**src/core/tpdc_pkg.sv**
```systemverilog
// package of constants and types for the thermal printhead dot controller
`default_nettype none
package tpdc_pkg;
  // ----------------------------------------------------------------
  // head geometry
  // ----------------------------------------------------------------
  localparam int HEAD_LEN_MM = 216;
  localparam int LINE_MM = 200;
  localparam int DOTS_PER_MM = 8;
  localparam int X_DOTS_PER_MM_MAX = 40;
  localparam int DOTS = LINE_MM * DOTS_PER_MM;
  localparam int WORD_W = 16;
  localparam int WORDS_PER_COL = DOTS / WORD_W;
  localparam int WCNT_W = $clog2(WORDS_PER_COL + 1);
  localparam int FIFO_DEPTH = 16;
  localparam int FIFO_AW = $clog2(FIFO_DEPTH);
  // ----------------------------------------------------------------
  // timing
  // ----------------------------------------------------------------
  localparam int CLK_HZ = 40_000_000;
  localparam int COL_RATE_HZ = 1000;
  localparam int COL_CYCLES = CLK_HZ / COL_RATE_HZ;
  localparam int SHIFT_DIV = 4;
  localparam int CNT_W = 16;
  localparam logic [CNT_W-1:0] DOT_PULSE_A_MAX_DEF = 16'h7530;
  localparam logic [CNT_W-1:0] DOT_PULSE_A_MIN = 16'h03E8;
  localparam logic [CNT_W-1:0] DOT_PULSE_A_GUARD = 16'h0FA0;
  // ----------------------------------------------------------------
  // temperature, code in deg C
  // ----------------------------------------------------------------
  localparam int TEMP_W = 8;
  localparam logic [TEMP_W-1:0] TEMP_HI = 8'h37;
  localparam logic [TEMP_W-1:0] TEMP_LO = 8'h32;
  localparam logic [CNT_W-1:0] DOT_PULSE_A_STEP = 16'h00C8;
  localparam logic [CNT_W-1:0] ZERO_CNT = 16'h0000;
  localparam logic [CNT_W-1:0] ONE_CNT = 16'h0001;
  typedef struct packed {
    logic [WORD_W-1:0] dots;
    logic last;
  } tpdc_word_t;
  localparam int ENTRY_W = $bits(tpdc_word_t);
  typedef enum {ST_WAIT, ST_LOAD, ST_SHIFT, ST_LATCH, ST_DOT_PULSE_A, ST_IDLE} tpdc_state_t;
endpackage : tpdc_pkg
`default_nettype wire

```
**src/core/tpdc_top.sv**
```systemverilog
// thermal printhead dot controller: column fetch, serial shift, dot_pulse_a pulse
`default_nettype none
module tpdc_top
  import tpdc_pkg::*;
(
  input wire logic CLK,
  input wire logic RST_N,
  input wire logic COL_VALID,
  output logic COL_READY,
  input wire logic [WORD_W-1:0] COL_DATA,
  input wire logic COL_LAST,
  input wire logic [TEMP_W-1:0] HEAD_TEMP,
  input wire logic [CNT_W-1:0] DOT_PULSE_A_BASE,
  output logic HEAD_SDATA,
  output logic HEAD_SCLK,
  output logic HEAD_LATCH_N,
  output logic DOT_PULSE_A,
  output logic HEAD_OVERTEMP_FLAG,
  output logic COL_SKIPPED
);
  // ----------------------------------------------------------------
  // input buffering
  // ----------------------------------------------------------------
  localparam logic [CNT_W-1:0] PERIOD_LAST = CNT_W'(COL_CYCLES - 1);
  localparam logic [1:0] DIV_LAST = 2'(SHIFT_DIV - 1);
  localparam logic [WCNT_W-1:0] WORDS_LAST = WCNT_W'(WORDS_PER_COL - 1);
  localparam logic [3:0] BIT_LAST = 4'(WORD_W - 1);
  tpdc_word_t in_word;
  tpdc_word_t out_word;
  logic f_in_ready;
  logic f_out_valid;
  logic f_out_ready;
  logic [ENTRY_W-1:0] f_out_data;
  logic [DOTS-1:0] col_q;
  logic [WCNT_W-1:0] wcnt_q;
  logic [3:0] bit_q;
  logic [CNT_W-1:0] period_q;
  logic [CNT_W-1:0] dot_pulse_a_q;
  logic [CNT_W-1:0] dot_pulse_a_len;
  logic [CNT_W-1:0] derate;
  logic [1:0] div_q;
  logic col_start;
  logic shift_tick;
  tpdc_state_t st_q;
  assign in_word.dots = COL_DATA;
  assign in_word.last = COL_LAST;
  assign out_word = tpdc_word_t'(f_out_data);
  tpdc_fifo #(.WIDTH(ENTRY_W), .DEPTH(FIFO_DEPTH)) u_fifo (
    .clk(CLK),
    .rst_n(RST_N),
    .in_valid(COL_VALID && COL_READY), // only handshaken words enter the fifo
    .in_ready(f_in_ready),
    .in_data(in_word),
    .out_valid(f_out_valid),
    .out_ready(f_out_ready),
    .out_data(f_out_data)
  );
  // ready registered; low for a cycle after each take so a stale full flag never admits a word
  always_ff @(posedge CLK) begin
    if (!RST_N) begin
      COL_READY <= 1'b0;
    end else begin
      COL_READY <= f_in_ready && !(COL_VALID && COL_READY);
    end
  end
  // ----------------------------------------------------------------
  // period timer and shift clock divider
  // ----------------------------------------------------------------
  // one column period
  always_ff @(posedge CLK) begin
    if (!RST_N) begin
      period_q <= ZERO_CNT;
    end else begin
      period_q <= (period_q == PERIOD_LAST) ? ZERO_CNT : period_q + ONE_CNT;
    end
  end
  assign col_start = (period_q == PERIOD_LAST);
  // shift clock divider enable
  always_ff @(posedge CLK) begin
    if (!RST_N) begin
      div_q <= 2'h0;
    end else begin
      div_q <= (st_q == ST_SHIFT) ? div_q + 2'h1 : 2'h0;
    end
  end
  assign shift_tick = (div_q == DIV_LAST);
  // ----------------------------------------------------------------
  // temperature handling
  // ----------------------------------------------------------------
  // hysteresis flag
  always_ff @(posedge CLK) begin
    if (!RST_N) begin
      HEAD_OVERTEMP_FLAG <= 1'b0;
    end else if (HEAD_TEMP > TEMP_HI) begin
      HEAD_OVERTEMP_FLAG <= 1'b1;
    end else if (HEAD_TEMP < TEMP_LO) begin
      HEAD_OVERTEMP_FLAG <= 1'b0;
    end
  end
  // linear derating, clamped to a floor
  assign derate = CNT_W'(HEAD_TEMP) * DOT_PULSE_A_STEP;
  always_comb begin
    dot_pulse_a_len = (DOT_PULSE_A_BASE > derate + DOT_PULSE_A_MIN) ? DOT_PULSE_A_BASE - derate : DOT_PULSE_A_MIN;
    if (dot_pulse_a_len > DOT_PULSE_A_MAX_DEF) begin
      dot_pulse_a_len = DOT_PULSE_A_MAX_DEF;
    end
  end
  // ----------------------------------------------------------------
  // column sequencer
  // ----------------------------------------------------------------
  assign f_out_ready = (st_q == ST_LOAD);
  always_ff @(posedge CLK) begin
    if (!RST_N) begin
      st_q <= ST_LOAD;
      wcnt_q <= '0;
      bit_q <= 4'h0;
      dot_pulse_a_q <= ZERO_CNT;
      COL_SKIPPED <= 1'b0;
    end else begin
      COL_SKIPPED <= 1'b0;
      case (st_q)
        ST_WAIT: begin
          // whole column held; shifting starts at the period boundary
          if (col_start) begin
            st_q <= ST_SHIFT;
            wcnt_q <= '0;
            bit_q <= 4'h0;
          end
        end
        ST_LOAD: begin
          // gather the column whole, the fifo is far shorter than a column
          if (f_out_valid) begin
            wcnt_q <= wcnt_q + 1'b1;
            if (out_word.last || wcnt_q == WORDS_LAST) begin
              st_q <= ST_WAIT;
              wcnt_q <= '0;
            end
          end
          if (col_start) begin
            COL_SKIPPED <= 1'b1;
          end
        end
        ST_SHIFT: begin
          if (shift_tick) begin
            bit_q <= bit_q + 4'h1;
            if (bit_q == BIT_LAST) begin
              wcnt_q <= wcnt_q + 1'b1;
              if (wcnt_q == WORDS_LAST) begin
                st_q <= ST_LATCH;
              end
            end
          end
        end
        ST_LATCH: begin
          dot_pulse_a_q <= dot_pulse_a_len;
          st_q <= HEAD_OVERTEMP_FLAG ? ST_IDLE : ST_DOT_PULSE_A;
        end
        ST_DOT_PULSE_A: begin
          if (dot_pulse_a_q == ZERO_CNT || HEAD_OVERTEMP_FLAG || period_q > PERIOD_LAST - DOT_PULSE_A_GUARD) begin
            st_q <= ST_IDLE;
          end else begin
            dot_pulse_a_q <= dot_pulse_a_q - ONE_CNT;
          end
        end
        ST_IDLE: begin
          // word count restarts for the next column
          st_q <= ST_LOAD;
          wcnt_q <= '0;
        end
        default: begin
          st_q <= ST_LOAD;
        end
      endcase
    end
  end
  // column store, shifted out msb first
  always_ff @(posedge CLK) begin
    if (!RST_N) begin
      col_q <= '0;
    end else if (st_q == ST_LOAD && f_out_valid) begin
      col_q <= {col_q[DOTS-WORD_W-1:0], out_word.dots};
    end else if (st_q == ST_SHIFT && shift_tick) begin
      col_q <= {col_q[DOTS-2:0], 1'b0};
    end
  end
  // ----------------------------------------------------------------
  // head pins
  // ----------------------------------------------------------------
  // data set up half a shift clock before rising edge
  always_ff @(posedge CLK) begin
    if (!RST_N) begin
      HEAD_SDATA <= 1'b0;
      HEAD_SCLK <= 1'b0;
      HEAD_LATCH_N <= 1'b1;
    end else begin
      HEAD_SDATA <= (st_q == ST_SHIFT) ? col_q[DOTS-1] : 1'b0;
      HEAD_SCLK <= (st_q == ST_SHIFT) && div_q[1];
      HEAD_LATCH_N <= !(st_q == ST_LATCH);
    end
  end
  always_ff @(posedge CLK) begin
    if (!RST_N) begin
      DOT_PULSE_A <= 1'b0;
    end else begin
      DOT_PULSE_A <= (st_q == ST_DOT_PULSE_A) && (dot_pulse_a_q != ZERO_CNT) && !HEAD_OVERTEMP_FLAG;
    end
  end
endmodule : tpdc_top
`default_nettype wire

```
**src/core/tpdc_fifo.sv**
```systemverilog
// parameterised synchronous fifo with valid/ready on both sides
`default_nettype none
module tpdc_fifo #(
  parameter int WIDTH = 17,
  parameter int DEPTH = 16
) (
  input wire logic clk,
  input wire logic rst_n,
  input wire logic in_valid,
  output logic in_ready,
  input wire logic [WIDTH-1:0] in_data,
  output logic out_valid,
  input wire logic out_ready,
  output logic [WIDTH-1:0] out_data
);
  localparam int AW = $clog2(DEPTH);
  logic [WIDTH-1:0] mem [DEPTH];
  logic [AW:0] wr_q;
  logic [AW:0] rd_q;
  logic push;
  logic pop;
  // full when pointers differ only in wrap bit
  assign in_ready = !((wr_q[AW] != rd_q[AW]) && (wr_q[AW-1:0] == rd_q[AW-1:0]));
  assign out_valid = (wr_q != rd_q);
  assign out_data = mem[rd_q[AW-1:0]];
  assign push = in_valid && in_ready;
  assign pop = out_valid && out_ready;
  // storage write
  always_ff @(posedge clk) begin
    if (push) begin
      mem[wr_q[AW-1:0]] <= in_data;
    end
  end
  // pointers
  always_ff @(posedge clk) begin
    if (!rst_n) begin
      wr_q <= '0;
      rd_q <= '0;
    end else begin
      if (push) begin
        wr_q <= wr_q + 1'b1;
      end
      if (pop) begin
        rd_q <= rd_q + 1'b1;
      end
    end
  end
endmodule : tpdc_fifo
`default_nettype wire

```
**config.mk**
```make
export PLATFORM = sky130hd
export DESIGN_NAME = tpdc_top
export DESIGN_NICKNAME = d
export VERILOG_FILES = /design/src/core/tpdc_pkg.sv /design/src/core/tpdc_top.sv /design/src/core/tpdc_fifo.sv
export SDC_FILE = /design/constraint.sdc
export NUM_CORES = 2
export LEC_CHECK = 0
export BUFFER_PORTS_ARGS = -buffer_cell sky130_fd_sc_hd__buf_2
export CAP_MARGIN = 20
export CELL_PAD_IN_SITES_DETAIL_PLACEMENT = 1
export CELL_PAD_IN_SITES_GLOBAL_PLACEMENT = 1
export CORE_MARGIN = 4
export CORE_UTILIZATION = 45
export CTS_CLUSTER_SIZE = 28
export DETAILED_ROUTE_END_ITERATION = 10
export PLACE_DENSITY = 0.72
export SYNTH_ARGS = -nofsm -noshare
export SYNTH_HDL_FRONTEND = slang
export SYNTH_SLANG_ARGS = --single-unit
```
**constraint.sdc**
```tcl
create_clock -name CLK -period 6 [get_ports CLK]
set_clock_uncertainty 0.05 [all_clocks]
set_input_delay 0.3 -clock CLK [delete_from_list [all_inputs] [get_ports CLK]]
set_output_delay 0.3 -clock CLK [all_outputs]
set_load 0.01 [all_outputs]
```
**Word level (Yosys, flattened, before mapping)**

Memories as Yosys holds them, arrays and structs flattened. A register that Yosys moved wholly into a read port is not among the register bits.
Cells that the tools add are included.

- Register bits: 1694
- Bits in latches: 0
- Bits in writable memories: 272
- Memory bits (read-only): 0
- Output and inout port bits: 7
- Memories kept: 1

Memories:

| memory | words | width | read ports | clocked after memory_dff | wr ports | RTL line | source |
|---|---|---|---|---|---|---|---|
| u_fifo.mem | 16 | 17 | 1 | 1 | 1 | tpdc_fifo.sv:17 | `logic [WIDTH-1:0] mem [DEPTH];` |

- Add/sub/neg operators: 9
- Multiply operators: 1
- Divide/modulo/power cells: 0
- $lt $le $gt $ge: 5
- Equal/unequal tests: 24
- Shifts and indexed selects: 0
- Multiplexer cells: 31
- Bitwise operators: 1
- Reduce and logical (&&, ||, !) cells: 31

Operators with widths:

| cell | number |
|---|---|
| two-way mux 1600 bit | 2 |
| two-way mux 32 bit | 7 |
| one-hot mux 32 bit (5 select lines) | 1 |
| == test 32 x 3 -> 1 bit (second input constant) | 4 |
| == test 32 x 2 -> 1 bit (second input constant) | 3 |
| two-way mux 16 bit | 3 |
| two-way mux 7 bit | 5 |
| == test 32 x 1 -> 1 bit (second input constant) | 1 |
| == test 32 x 4 -> 1 bit (second input constant) | 1 |
| zero test 32 bit | 1 |
| one-hot mux 16 bit (2 select lines) | 1 |
| one-hot mux 7 bit (4 select lines) | 1 |
| adder 16 x 1 -> 16 bit (second input constant) | 1 |
| adder 16 x 10 -> 16 bit (second input constant) | 1 |
| == test 16 bit (second input constant) | 1 |
| greater-than comparator 16 x 15 -> 1 bit (second input constant) | 1 |
| greater-than comparator 16 bit | 1 |
| greater-than comparator 16 bit (second input constant) | 1 |
| zero test 16 bit | 1 |
| two-way mux 4 bit | 4 |
| nonzero test 16 bit | 1 |
| subtractor 16 x 1 -> 16 bit (second input constant) | 1 |
| subtractor 16 bit | 1 |
| != test 2 bit (second input constant) | 7 |
| other kinds (27) | 51 |

**Logic depth before layout (Yosys ltp)**

- Word-level depth: 7
- Gate-level depth with buffers: 23
- Depth with buffers taken out: 23

**By module**

From an unflattened synthesis, not the netlist that was laid out.

- Cell total of the unflattened synthesis: 9952
- Area total of the unflattened synthesis: 83224.8 µm²

Modules (own cells, without submodules):

| module | instances | cells an instance | area each (µm²) | seq. area each (µm²) |
|---|---|---|---|---|
| tpdc_top | 1 | 9467 | 72119.2 | 33131.8 |
| tpdc_fifo | 1 | 485 | 11105.7 | 8448.1 |

**Least setup slack after synthesis**

No wires, ideal clock.

- Path type: input port to flip-flop
- Start: input port HEAD_TEMP[2]
- End: register dot_pulse_a_q[10]
- Library setup time: 122 ps
- Arrival: 4828 ps
- Data required time: 5828 ps
- Slack: 1000 ps
- Cell stages on the path: 21
- Path buffers: 0
- Path through: inv_1 > ha_1 > ha_1 > fa_1 > ha_1 > a21oi_1 > o21bai_1 > a2111oi_0 > nor3_1 > xor2_1 > nand3_1 > xnor2_1 > ha_1 > nand4_1 > nor3_1 > nand3_1 > o21ai_1 > a211oi_1 > o22ai_1 > o21ai_1 > o311a_1

- Word-level cells in the longest chain between the ends: 7
- Elaborated cells on any way between the ends: 8

Ends and longest elaborated chain:

| what | RTL line | source |
|---|---|---|
| from (decl) | tpdc_top.sv:12 | `input wire logic [TEMP_W-1:0] HEAD_TEMP,` |
| multiplier 8 x 5 -> 13 bit (*) | tpdc_top.sv:101 | `assign derate = CNT_W'(HEAD_TEMP) * DOT_PULSE_A_STEP;` |
| adder 16 x 10 -> 16 bit | tpdc_top.sv:103 | `dot_pulse_a_len = (DOT_PULSE_A_BASE > derate + DOT_PULSE_A_MIN) ? DOT_PULSE_A_BASE - derate : DOT_PULSE_A_MIN;` |
| greater-than comparator 16 bit | tpdc_top.sv:103 |  |
| two-way mux 16 bit (*) | tpdc_top.sv:103 |  |
| greater-than comparator 16 x 15 -> 1 bit | tpdc_top.sv:104 | `if (dot_pulse_a_len > DOT_PULSE_A_MAX_DEF) begin` |
| two-way mux 16 bit (*) | tpdc_top.sv:104 |  |
| one-hot mux 16 bit (2 select lines) (*) | tpdc_top.sv:121 | `case (st_q)` |
| to (signal assigned) | tpdc_top.sv:155 | `dot_pulse_a_q <= dot_pulse_a_len;` |
| to (signal assigned) | tpdc_top.sv:162 | `dot_pulse_a_q <= dot_pulse_a_q - ONE_CNT;` |
| to (decl) | tpdc_top.sv:38 | `logic [CNT_W-1:0] dot_pulse_a_q;` |

Mark *: on every way between the ends. The rest lies on a longest branch, timed or not.
A chain may end at the register's enable or synchronous reset.

**Final worst setup path**

- Start: input port HEAD_TEMP[1]
- End: register dot_pulse_a_q[0]

Same word-level chain as after synthesis.

==> metrics.csv <==
metric,value,unit
Root Driver,clkbuf_16,
R2R Setup Slk,2.06,ns
cell count after synthesis,8161,
Hold Worst Slack,0.127,ns
CP endpoint kind,flop,
Detail Route Antenna Nets,0,
drt drc,0,
post-synth top area share,0.436,
Async SR Flop Fraction,0,
Via Count,60300,
vias in the first global route,60600,
Stages on worst setup path,27,
CP max FO,8,
chip height,421,um
status,finished clean,
DR pass1 iterations,7,
Final period util,0.924,
CTS Buf Count,203,
Reg2Reg Launch Point,u_fifo.wr_q[2],
Synth Cell Area,76600,um^2
Critical Path Most Common Cell,ha_1,
first-pass GRT wire length,321,mm
Max-cap violations,0,
Skew-Pair Late Insertion Delay,0.84,ns
PortBufs,50,
total grt overflow,0,
die width,421,um
initial antenna violation count,0,
Fill cells,18700,
drt total wl,194,mm
Ys Warns,0,
first-iteration detailed-routing DRC count,5460,
Crit Path Class,in2reg,
Max VDD drop,565,uV
Starting Density,0.452,
postcts setup bufs,0,
CTS Buffer Depth,3,
Via density,5.93,
hold violation total from the final report,0,
layout cells sized above 1,0.0707,
total global routing track utilization,0.213,
Yosys cell types,74,
measured slew at the worst slew-check pin,1.40,ns
row count,151,
CTS tree,yes,
maximum clock frequency,180,MHz
slew margin rel.,0.0675,
syn_nets,8278,
I/O Pins,51,
Setup crit start,HEAD_TEMP[1],
fin crit period,5.55,ns
"Seq/Total Area, Yosys",0.543,
R2R cell count,8,
"slowest stage delay, CP",0.57,ns
Final Setup Violations,0,
Final Max Slew Viols,0,
mean post-synth cell area,9.38,um^2
#FFs+latches synth,1941,
Setup TNS,0,ns
CP max stage cell,dlygate4sd3_1,
Post-synth EDFFs,272,
Buf/Inv on CP,6,
"Req. time, crit path",6.66,ns
largest cells by area after synthesis,"dfxtp_1 44%, a22oi_1 16%, edfxtp_1 11%, a21oi_1 11%, nand2_1 8.2%",
H-tree lvl count,4,
Main synth FF type,dfxtp_1,
Area Overhead vs Synth,10.4,%
Setup crit end,dot_pulse_a_q[0],
Routed WL per cell,19.1,um
arrival time at the worst endpoint,6.21,ns
Yosys top cell by area,dfxtp_1,
crit start category,input pin,
Leakage Power,25.2,nW
"CP delay by family, top",compound AO/OA/AOI/OAI gates,
R2R Path End,col_q[153],
RePlAce Congestion,0.748,
"Reg clk slew, reported paths",0.07,ns
fin nets,7898,
total clock sinks,1941,
largest net degree at the start of global routing,241,
DIE AREA,177000,um^2
Hold/Removal Path Class,in2reg,
RSZ-0062 raised after global routing,no,
final core utilization,0.500,
core box area,169000,um^2
Pwr per Cell Area,402,nW/um^2
DP HPWL,106,mm
-- worst register-to-register path, cell delays in order, from the launching register on --
cell	delay (ns)
dfxtp_1	0.67
xnor2_1	0.16
nand4_1	0.15
or2_2	0.16
and2_4	0.64
buf_12	0.59
buf_4	0.95
a22oi_1	0.28
a21oi_1	0.20
-- Yosys cell counts (all sizes together) (14+ instances only) --
master  instances
nand3          19
xor2           29
nor3           20
xnor2          29
inv            30
a311oi         18
mux4           85
nand2        1667
nand4          15
clkbuf        561
a22oi        1585
and3           14
edfxtp        272
nor2           99
a21oi        1630
dfxtp        1669
o21ai          26
buf           188
ha             69
-- worst min-delay path by stage --
stage,startpoint,to,slack (ns),depth (start not counted)
6_report,DOT_PULSE_A_BASE[3],dot_pulse_a_q[3],0.13,5
5_1_grt,DOT_PULSE_A_BASE[4],dot_pulse_a_q[4],0.12,5
4_1_cts,DOT_PULSE_A_BASE[3],dot_pulse_a_q[3],0.07,5
3_5_place_dp,div_q[0],div_q[0],0.37,1
3_3_place_gp,div_q[0],div_q[0],0.36,1
2_1_floorplan,div_q[0],div_q[0],0.35,1
-- where the power goes --
| group | internal [mW] | switching [mW] | total [mW] |
|---|---|---|---|
| sequential | 13.3 | 0.181 | 13.5 |
| clock | 7.18 | 5.33 | 12.5 |
| combinational | 1.42 | 6.56 | 7.98 |
-- cell type report --
class / count / area, um^2 / share of cell area
timing repair buffer: 164 / 1560 / 0.0184
sequential: 1941 / 41600 / 0.492
clock buffer: 312 / 5970 / 0.0706
multi-input combinational: 5441 / 31900 / 0.377
antenna: 1 / 2.50 / 0.0000296
clock inverter: 57 / 693 / 0.00820
tap: 2218 / 2780 / 0.0328
inverter: 30 / 120 / 0.00142
-- cells by family after synthesis --
| family | count (synthesis) | share of synthesized area |
|---|---|---|
| AOI/OAI and AO/OA | 3329 | 0.273 |
| buffers and inverters | 779 | 0.0418 |
| muxes | 89 | 0.0255 |
| xor gates and xnor gates | 60 | 0.00725 |
| and+or+nand+nor | 1890 | 0.0968 |
| DFF | 1941 | 0.543 |
| adders and majority gates | 73 | 0.0123 |
-- cell usage in the layout (no fill, tap or decap), drive strengths merged, types with 69 or more instances in the layout --
cell	synthesis	layout
dfxtp	1669	1669
nand2	1667	1667
a21oi	1630	1630
a22oi	1585	1585
clkbuf	561	312
edfxtp	272	272
buf	188	137
nor2	99	99
mux4	85	85
ha	69	69
-- state kept, by name (all words and copies together), names as in the netlist, 2 cells and up, named ones only --
| signal | cells |
|---|---|
| col_q | 1600 |
| u_fifo.mem | 272 |
| dot_pulse_a_q | 16 |
| period_q | 16 |
| wcnt_q | 7 |
| u_fifo.rd_q | 5 |
| u_fifo.wr_q | 5 |
| bit_q | 4 |
| st_q | 3 |
| div_q | 2 |
-- through the flow --
step           instance area [um^2]  std cells  total power, mW  worst slack [ns]
3_5_place_dp                  77600       9765             21.8             0.407
6_report                      84600      10200             34.0             0.453
4_1_cts                       84500      10200             34.4             0.227
5_1_grt                       84600      10200             35.7            0.0815
2_1_floorplan                 76600       8161             20.0              1.00
3_3_place_gp                  77600       9764             21.8             0.370
-- repair_timing --
action	in CTS	in global routing
gates resized for setup	0	4
hold buffers	27	0
hold endpoints to repair	291	0
setup endpoints to repair	0	1
-- routing by layer --
layer | GRT usage | vias to the layer above | share of wire
met5 | 0 | - | 0
met4 | 0.0551 | 0 | 0.021
met3 | 0.0282 | 274 | 0.035
met2 | 0.338 | 931 | 0.47
met1 | 0.306 | 29900 | 0.48
li1 | - | 29100 | -
Power figures use the tool's default switching activity.
